--- config.mk ---
export PLATFORM = sky130hd
export DESIGN_NAME = srm_refresh_ctrl
export DESIGN_NICKNAME = d
export VERILOG_FILES = /design/src/rtl/srm_pkg.sv /design/src/rtl/srm_refresh_ctrl.sv /design/src/rtl/srm_tick.sv /design/src/rtl/srm_wait.sv
export SDC_FILE = /design/constraint.sdc
export NUM_CORES = 1
export LEC_CHECK = 0
export BUFFER_PORTS_ARGS = -buffer_cell sky130_fd_sc_hd__buf_2
export CAP_MARGIN = 20
export CELL_PAD_IN_SITES_DETAIL_PLACEMENT = 1
export CELL_PAD_IN_SITES_GLOBAL_PLACEMENT = 1
export CORE_MARGIN = 8
export CORE_UTILIZATION = 32
export DETAILED_ROUTE_END_ITERATION = 10
export GPL_ROUTABILITY_DRIVEN = 0
export PLACE_DENSITY = 0.76
export SLEW_MARGIN = 20
export SYNTH_ARGS = -nofsm -noshare
export SYNTH_HDL_FRONTEND = slang
export SYNTH_SLANG_ARGS = --single-unit
--- constraint.sdc ---
create_clock -name clock -period 3.2 [get_ports clock]
set_clock_uncertainty 0.05 [all_clocks]
set_input_delay 0.16 -clock clock [delete_from_list [all_inputs] [get_ports clock]]
set_output_delay 0.16 -clock clock [all_outputs]
set_load 0.01 [all_outputs]
--- src/rtl/srm_pkg.sv ---
package srm_pkg;
  localparam int          CNT_W         = 8;
  localparam logic [31:0] AREA2_BASE    = 32'hffffd000;
  localparam logic [31:0] AREA3_BASE    = 32'hffffe000;
  localparam logic [31:0] WIN_MASK      = 32'hfffff000;
  localparam int          MODE_W        = 12;
  localparam logic [6:0]  MODE_HI_BITS  = 7'h04;
  localparam logic [2:0]  CLK_SEL_OFF   = 3'h0;
  localparam logic [2:0]  PRESCALE_STOP = 3'h7;

  typedef enum logic [3:0] {
    SRM_CMD_NOP, SRM_CMD_PRECHARGE_ALL_BANKS_CMD, SRM_CMD_REF, SRM_CMD_SELF, SRM_CMD_SELF_EXIT, SRM_CMD_MRS
  } srm_cmd_e;

  typedef struct packed {
    logic             enable;
    logic             mode_sel;
    logic [2:0]       clk_sel;
    logic [1:0]       pc_wait;
    logic [1:0]       ras_time;
    logic [CNT_W-1:0] time_const;
  } srm_cfg_s;

  typedef struct packed {
    logic        valid;
    logic [31:0] addr;
    logic        byte_sz;
    logic        write;
  } srm_req_s;

  typedef struct packed {
    srm_cmd_e          cmd;
    logic [15:0]       addr;
    logic              area3;
    logic              cke;
  } srm_sdram_s;
endpackage

--- src/rtl/srm_refresh_ctrl.sv ---
module srm_refresh_ctrl
  import srm_pkg::*;
(
  input  wire logic             clock,
  input  wire logic             reset,
  input  wire srm_cfg_s         cfg,
  input  wire logic             count_wr,
  input  wire logic [CNT_W-1:0] count_wdata,
  input  wire srm_req_s         bus_req,
  input  wire logic             bus_cycle_busy,
  input  wire logic             bus_released,
  input  wire logic             other_irq,
  output logic [CNT_W-1:0]      refresh_timer_count,
  output logic                  mode_write_done,
  output logic                  access_allowed,
  output logic                  banks_closed,
  output logic                  self_refresh_active,
  output logic                  refresh_pending,
  output logic                  interrupt_out_pin_n,
  output srm_sdram_s            sdram
);
  typedef enum logic [2:0] {
    ST_IDLE, ST_PRE, ST_PWAIT, ST_REF, ST_LOCK, ST_SELF, ST_MRS_PRE, ST_MRS
  } srm_state_e;

  typedef struct packed {
    srm_state_e       state;
    logic [CNT_W-1:0] count;
    logic             pending;
    logic             irq_n;
    logic [MODE_W-1:0] mode;
    logic             area3;
    logic             mode_done;
    logic             closed;
    srm_sdram_s       out;
  } srm_ctrl_s;

  srm_ctrl_s  st_reg, st_next;
  logic       tick;
  logic       wait_load;
  logic [3:0] wait_count;
  logic       wait_busy;
  logic       auto_mode;
  logic       self_mode;
  logic       match;
  logic       win_hit;

  function automatic logic [3:0] lock_len(input srm_cfg_s c);
    return {2'h0, c.ras_time} + {2'h0, c.pc_wait} + 4'h1;
  endfunction

  function automatic logic [3:0] pc_len(input srm_cfg_s c);
    return {2'h0, c.pc_wait} + 4'h1;
  endfunction

  //////////////////////////////////////////////////////////////////////////////
  srm_tick u_tick (
    .clock (clock),
    .reset (reset),
    .sel   (cfg.clk_sel),
    .tick  (tick)
  );

  srm_wait u_wait (
    .clock (clock),
    .reset (reset),
    .load  (wait_load),
    .count (wait_count),
    .busy  (wait_busy)
  );

  //////////////////////////////////////////////////////////////////////////////
  assign auto_mode = cfg.enable && !cfg.mode_sel;
  assign self_mode = cfg.enable && cfg.mode_sel;
  assign match     = tick && (st_reg.count == cfg.time_const);
  assign win_hit   = bus_req.valid && bus_req.write && bus_req.byte_sz &&
                     (((bus_req.addr & WIN_MASK) == AREA2_BASE) || ((bus_req.addr & WIN_MASK) == AREA3_BASE));

  always_comb begin
    st_next         = st_reg;
    wait_load       = 1'b0;
    wait_count      = 4'h0;
    st_next.out.cmd = SRM_CMD_NOP;
    st_next.mode_done = 1'b0;
    st_next.closed  = 1'b0;

    if (count_wr) begin
      st_next.count = count_wdata;
    end else if (match) begin
      st_next.count = '0;
    end else if (tick) begin
      st_next.count = st_reg.count + CNT_W'(1);
    end

    // a second match just overwrites the single pending flag
    if (match && auto_mode) begin
      st_next.pending = 1'b1;
      st_next.irq_n   = 1'b0;
    end else if (!st_reg.pending && !other_irq) begin
      // pin low only while some request still waits
      st_next.irq_n   = 1'b1;
    end

    case (st_reg.state)
      ST_IDLE: begin
        // runs regardless of sleep or manual reset: nothing here gates on them
        if (self_mode) begin
          st_next.state       = ST_SELF;
          st_next.out.cmd     = SRM_CMD_SELF;
          st_next.out.cke     = 1'b0;
          st_next.pending     = 1'b0;
        end else if (st_reg.pending && auto_mode && !bus_cycle_busy && !bus_released && !wait_busy) begin
          st_next.state   = ST_PRE;
          st_next.out.cmd = SRM_CMD_PRECHARGE_ALL_BANKS_CMD;
          st_next.pending = match;
          st_next.irq_n   = other_irq ? st_reg.irq_n : !match;
          wait_load       = 1'b1;
          wait_count      = pc_len(cfg);
        end else if (win_hit && !bus_cycle_busy && !bus_released && !wait_busy) begin
          st_next.state   = ST_MRS_PRE;
          st_next.out.cmd = SRM_CMD_PRECHARGE_ALL_BANKS_CMD;
          st_next.mode    = bus_req.addr[MODE_W-1:0];
          st_next.area3   = (bus_req.addr & WIN_MASK) == AREA3_BASE;
        end
      end
      ST_PRE: begin
        st_next.state = ST_PWAIT;
      end
      ST_PWAIT: begin
        if (!wait_busy) begin
          st_next.state   = ST_LOCK;
          st_next.out.cmd = SRM_CMD_REF;
          wait_load       = 1'b1;
          wait_count      = lock_len(cfg);
        end
      end
      ST_LOCK: begin
        if (!wait_busy) begin
          st_next.state  = ST_IDLE;
          st_next.closed = 1'b1;
        end
      end
      ST_SELF: begin
        st_next.out.cke = 1'b0;
        st_next.count   = st_reg.count;
        st_next.pending = 1'b0;
        if (!cfg.mode_sel) begin
          st_next.state   = ST_IDLE;
          st_next.out.cmd = SRM_CMD_SELF_EXIT;
          st_next.out.cke = 1'b1;
          st_next.closed  = 1'b1;
          wait_load       = 1'b1;
          wait_count      = pc_len(cfg);
        end
      end
      ST_MRS_PRE: begin
        st_next.state        = ST_MRS;
        st_next.out.cmd      = SRM_CMD_MRS;
        st_next.out.addr     = {MODE_HI_BITS, st_reg.mode[8:2], 2'h0};
        st_next.out.area3    = st_reg.area3;
      end
      ST_MRS: begin
        st_next.state     = ST_IDLE;
        st_next.mode_done = 1'b1;
      end
      default: begin
        st_next.state = ST_IDLE;
      end
    endcase
  end

  always_ff @(posedge clock or posedge reset) begin
    if (reset) begin
      st_reg           <= '0;
      st_reg.state     <= ST_IDLE;
      st_reg.irq_n     <= 1'b1;
      st_reg.out.cke   <= 1'b1;
      st_reg.out.cmd   <= SRM_CMD_NOP;
    end else begin
      st_reg <= st_next;
    end
  end

  //////////////////////////////////////////////////////////////////////////////
  assign refresh_timer_count = st_reg.count;
  assign mode_write_done     = st_reg.mode_done;
  assign banks_closed        = st_reg.closed;
  assign self_refresh_active = st_reg.state == ST_SELF;
  assign refresh_pending     = st_reg.pending;
  assign interrupt_out_pin_n = st_reg.irq_n;
  assign sdram               = st_reg.out;
  // no ordinary access while refreshing, self-refreshing or locked out
  assign access_allowed      = (st_reg.state == ST_IDLE) && !wait_busy && !self_mode;
endmodule

--- src/rtl/srm_tick.sv ---
module srm_tick
  import srm_pkg::*;
(
  input  wire logic       clock,
  input  wire logic       reset,
  input  wire logic [2:0] sel,
  output logic            tick
);
  typedef struct packed {
    logic [11:0] div;
    logic        tick;
  } srm_tick_s;
  srm_tick_s st_reg, st_next;

  // selector picks a power-of-four divider tap of the bus clock
  function automatic logic tap(input logic [11:0] d, input logic [2:0] s);
    logic [11:0] m;
    m = (12'h001 << {s, 1'b0}) - 12'h001;
    return (d & m) == m;
  endfunction

  always_comb begin
    st_next      = st_reg;
    st_next.div  = st_reg.div + 12'h001;
    st_next.tick = (sel != CLK_SEL_OFF) && (sel != PRESCALE_STOP) && tap(st_reg.div, sel - 3'h1);
  end

  always_ff @(posedge clock or posedge reset) begin
    if (reset) begin
      st_reg <= '0;
    end else begin
      st_reg <= st_next;
    end
  end

  assign tick = st_reg.tick;
endmodule

--- src/rtl/srm_wait.sv ---
module srm_wait
  import srm_pkg::*;
(
  input  wire logic       clock,
  input  wire logic       reset,
  input  wire logic       load,
  input  wire logic [3:0] count,
  output logic            busy
);
  typedef struct packed {
    logic [3:0] left;
  } srm_wait_s;
  srm_wait_s st_reg, st_next;

  always_comb begin
    st_next = st_reg;
    if (load) begin
      st_next.left = count;
    end else if (st_reg.left != 4'h0) begin
      st_next.left = st_reg.left - 4'h1;
    end
  end

  always_ff @(posedge clock or posedge reset) begin
    if (reset) begin
      st_reg <= '0;
    end else begin
      st_reg <= st_next;
    end
  end

  assign busy = st_reg.left != 4'h0;
endmodule

# --- After elaboration in Yosys (flattened, before gate mapping) ---
# Cells that the tools add are included.
# W data, S select, Z words.
op_classes:
  addsub: 8
  n_eq_ne: 17
  n_shift: 1
  mux: 43
  bitwise: 4
  reduce_logical: 38
op_table:
  columns: ["operator", "n"]
  rows:
  - ["$eq A20 B20 Y1 const B", 2]
  - ["$mux W14", 2]
  - ["$mux W3", 9]
  - ["$mux W13", 2]
  - ["$mux W8", 3]
  - ["$logic_and A1 B1 Y1", 19]
  - ["$pmux W3 S6", 1]
  - ["$pmux W4 S4", 1]
  - ["$mux W1", 13]
  - ["$add A12 B1 Y12 const B", 1]
  - ["$and A12 B12 Y12", 1]
  - ["$eq A12 B12 Y1", 1]
  - ["$eq A3 B3 Y1 const B", 4]
  - ["$mux W4", 3]
  - ["$pmux W4 S3", 1]
  - ["$shl A1 B4 Y12 const A", 1]
  - ["$sub A12 B1 Y12 const B", 1]
  - ["$add A8 B1 Y8 const B", 1]
  - ["$eq A8 B8 Y1", 1]
  - ["$logic_not A1 Y1", 8]
  - ["$ne A2 B2 Y1 const B", 4]
  - ["$ne A4 B4 Y1 const B", 2]
  - ["$reduce_and A4 Y1", 2]
  - ["$mux W2", 3]
  - ["other kinds (18)", 25]
word_totals:
  reg_bits: 59
  out_inout_bits: 36

# --- Longest topological paths before layout ---
logic_depth:
  depth_word: 10
  mapped_depth: 12
  mapped_depth_nobuf: 11

# --- Modules after synthesis ---
# From an unflattened synthesis, not the netlist that was laid out.
hier_totals:
  cells_unflattened: 332
  hier_area_um2: 3253.1
by_module_without_submodules:
  columns: ["module", "n_inst", "cells_each", "area_each_um2", "seq_area_each_um2"]
  rows:
  - ["srm_refresh_ctrl", 1, 228, 2225.9, 903.4]
  - ["srm_tick", 1, 80, 777.0, 325.3]
  - ["srm_wait", 1, 24, 250.2, 100.1]

# --- Least setup slack after synthesis ---
# Ideal clock, no wire load.
synth_path:
  path_type: "input port to flip-flop"
  from: "input cfg[13] (netlist bit)"
  to: "register u_tick.st_reg, in the netlist u_tick.tick"
  setup_ps: 101
  arrival_ps: 2353
  slack_ps: 696
  cell_stages: 12
  path_cell_list: "clkbuf_1 > nor2_1 > ha_1 > inv_1 > nand2_1 > or2_2 > ha_1 > nand2b_1 > mux2_2 > a32oi_1 > nor2_1 > nor4_1"
synth_rtl:
  columns: ["element", "line", "text"]
  rows:
  - ["start: declaration", "srm_refresh_ctrl.sv:6", "input wire srm_cfg_s cfg,"]
  - ["end signal: assignment", "srm_tick.sv:32", "st_reg <= st_next;"]
  - ["end: declaration", "srm_tick.sv:13", "srm_tick_s st_reg, st_next;"]

# --- Final worst setup path ---
layout_path:
  from: "register u_wait.st_reg[0] (netlist bit)"
  to: "register st_reg[27] (netlist bit)"
layout_between:
  elab_chain_cells: 5
  word_cells_on_any_way: 6
  cone_classes: "bitwise: 1; reduce/logical: 5"
layout_rtl:
  columns: ["element", "line", "text"]
  rows:
  - ["start: declaration", "srm_wait.sv:13", "srm_wait_s st_reg, st_next;"]
  - ["start signal: assignment", "srm_wait.sv:28", "st_reg <= st_next;"]
  - ["$reduce_bool A4 Y1 *", "srm_wait.sv:32", "assign busy = st_reg.left != 4'h0;"]
  - ["$logic_not A1 Y1 *", "srm_refresh_ctrl.sv:112, srm_refresh_ctrl.sv:119", null]
  - ["$logic_and A1 B1 Y1", "srm_refresh_ctrl.sv:112", "end else if (st_reg.pending && auto_mode && !bus_cycle_busy && !bus_released && !wait_busy) begin"]
  - ["$not A1 Y1 (no line)", null, null]
  - ["$reduce_and A4 Y1 (no line) *", null, null]
  - ["end signal: assignment", "srm_refresh_ctrl.sv:180", "st_reg <= st_next;"]
  - ["end: declaration", "srm_refresh_ctrl.sv:38", "srm_ctrl_s st_reg, st_next;"]
# Mark *: on every way between the ends. The rest lies on a longest branch, timed or not.
# A chain may end at the register's enable or synchronous reset.

==> qor.txt <==
combinational group share of total power - 34.7%
Sink Count - 53
Worst path max stage delay - 0.62 ns
Syn-to-layout area delta - 14.99%
Clk pin slew, worst setup/hold paths - 0.11 ns
time the worst path needs with I/O delays and setup - 2.805 ns
Root Buffer - clkbuf_8
met2 Track Usage GR - 22.93%
Int Power - 0.001284 W
max_cap viols - 0
vias - 2619
# H-tree levels - 2
CTS tree - built
flop and latch count out of synthesis - 53
count leader, synth - dfrtp_1
status - finished, violations left
Power Total - 0.002078 W
M3 GR Usage - 3.596%
Yosys top cell by area - dfrtp_1
GR Overflow Total - 0
Routed Antenna Nets - 0
top post-synthesis cells by count - dfrtp_1, buf_4, nand2_1, nor2_1, xnor2_1
drt pass-1 iters - 4
failing checks - hold timing
Critical Path Slowest Stage Cell - or3_1
Synth Instances - 333
register area share after synthesis - 41.47%
average cell area after synthesis - 9.623 um^2
Horiz. Die Dim - 116.1 um
post-place setup slack - 0.4115 ns
Pleak - 1.825 nW
gr usage total - 12.99%
Tcrit/Tclk final - 87.65%
vias per inst - 4.923
Clk Latency, worst-skew pair - 0.31 ns
Avg WL per Cell - 16.33 um
Post-Route WL - 8.686 mm
Slew @ Worst Pin - 0.9083 ns
Antenna Diode Count - 0
Net Switching - 0.0007938 W
FF-to-FF End - st_reg[27]$_DFFE_PP0P_
M1 GR Usage - 15.42%
share of layout cells above drive strength 1 - 31.33%
dpl hpwl - 6.818 mm
clock share of power - 19.6%
sequence of cells on the critical path - inv_1 > ha_1 > or3b_4 > nor4_2 > nand3_1 > or3_1 > mux2_4
first-pass GRT wire length - 14.28 mm
Starting Density - 32.93%
reg2reg setup slack - 0.40 ns
number of buffers added for setup after CTS - 0
final setup fails - 0
setup ws final - 0.3952 ns
Crit Path Max Fanout - 12
Crit Path Class - reg -> reg
vias in the first global route - 2922
Critical Path RT - 3.35 ns
ys flop type - dfrtp_1
WP data arrival - 2.96 ns
Yosys top cell area share - 39.83%
Port Buffers - 87
PostCTS Resize Cnt - 0
synth warn - 0
initial antenna violation count - 0
Final #Nets - 473
Post-Syn Area - 3204 um^2
Seq pwr share - 45.7%
core region area - 9729 um^2
boundary pin count - 102
busiest layer in global routing - met2
final count of hold timing violations - 14
highest ir drop seen on vdd - 198.4 uV
reg2reg path depth - 7
number of distinct library cells after synthesis - 53
Startpoint Class - flip-flop
maximum clock insertion buffer count - 2
hold slack - -0.01052 ns
top post-synthesis cells by area - dfrtp_1, buf_4, xnor2_1
row count - 36
Largest register FFs - 13
switching share of power - 38.20%
Worst slew margin - 39.36%
Die Span Y - 116.1 um
Worst Hold Class - in -> async
Fmax - 356.5 MHz
Reg-to-Reg Start - u_wait.st_reg[0]$_DFFE_PP0P_
cell area power density - 563.9 nW/um^2
Post-synth EDFFs - 0
Remaining DRCs - 0
Die ar. - 13470 um^2
Fillers - 1166
drt initial violations - 84
largest net degree at the start of global routing - 44
setup tns final - 0 ns
Hold Buf Count CTS - 0
nature of the critical path endpoint - flip-flop
RSZ-0062 raised after global routing - no
fin. max-slew vios - 0
cts bufs inserted - 5
fraction of registers with async set/reset - 100.0%
[kinds of logic (layout without fill, tap and decap cells)]
family          after synthesis  in the layout  synth area share [%]
compound gates               62             62                 13.20
xor+xnor                     22             22                 6.013
fa+ha+maj                     9              9                 3.749
buf+inv                      54            112                 10.11
flops                        53             53                 41.47
mux                          17             17                 6.912
other cells                   1              9                0.1170
simple gates                115            115                 18.43
[power by group through the flow]
stage          sequential, W  clock, W  combinational, W
3_5_place_dp        0.000965         0          0.000728
2_1_floorplan       0.000879         0          0.000627
3_3_place_gp        0.000955         0          0.000701
6_report            0.000950  0.000407          0.000721
4_1_cts             0.000950  0.000428          0.000732
5_1_grt             0.000969  0.000450          0.000809
[through the flow]
stage	area [um^2]	hold WS, ns	std cells	util [%]
3_5_place_dp	3591	0.3536	524	36.91
6_report	3685	-0.01052	532	37.87
5_1_grt	3685	0.01489	532	37.87
4_1_cts	3685	0.01738	532	37.87
3_3_place_gp	3591	0.3473	524	36.91
2_1_floorplan	3234	0.2407	341	-
[area by class of cell]
cell class	instances	area, um^2	share of cell area, %
multi-input combinational	234	1582	42.92
sequential	53	1329	36.06
timing repair buffer	91	465.4	12.63
tap	133	166.4	4.516
clock buffer	5	68.82	1.868
inverter	13	48.80	1.324
clock inverter	3	25.02	0.6791
[per-layer routing]
metal	share of wire [%]	routed length [um]
met5	0	0
met4	0.51	44
met3	6.8	593
met2	49	4243
met1	44	3804
[layout by cell type, fill, tap and decap left out, drive strengths merged, types with 8 or more instances in the layout]
cell type / count
a21oi: 10
and3: 8
buf: 91
conb: 9
dfrtp: 51
ha: 8
inv: 15
mux2: 17
nand2: 29
nand3: 17
nor2: 22
o21ai: 16
xnor2: 19
[worst max-delay path: cells and delay by family (launching register included)]
kind / cells / cell delay (ns)
simple gates: 4 / 1.53
fa+ha+maj: 1 / 0.19
buf+inv: 1 / 0.10
mux: 1 / 0.40
flops: 1 / 0.42
[how the worst max path moves through the flow]
stage          cells after the start  slack, ns                          from                      to
5_1_grt                            7       0.27  u_wait.st_reg[0]$_DFFE_PP0P_  st_reg[29]$_DFFE_PP0P_
3_3_place_gp                       7       0.51  u_wait.st_reg[0]$_DFFE_PP0P_  st_reg[27]$_DFFE_PP0P_
4_1_cts                            7       0.39  u_wait.st_reg[0]$_DFFE_PP0P_  st_reg[27]$_DFFE_PP0P_
2_1_floorplan                     12       0.70                       cfg[13]   u_tick.tick$_DFF_PP0_
6_report                           7       0.40  u_wait.st_reg[0]$_DFFE_PP0P_  st_reg[27]$_DFFE_PP0P_
3_5_place_dp                       7       0.41  u_wait.st_reg[0]$_DFFE_PP0P_  st_reg[27]$_DFFE_PP0P_
Power figures use the tool's default switching activity.
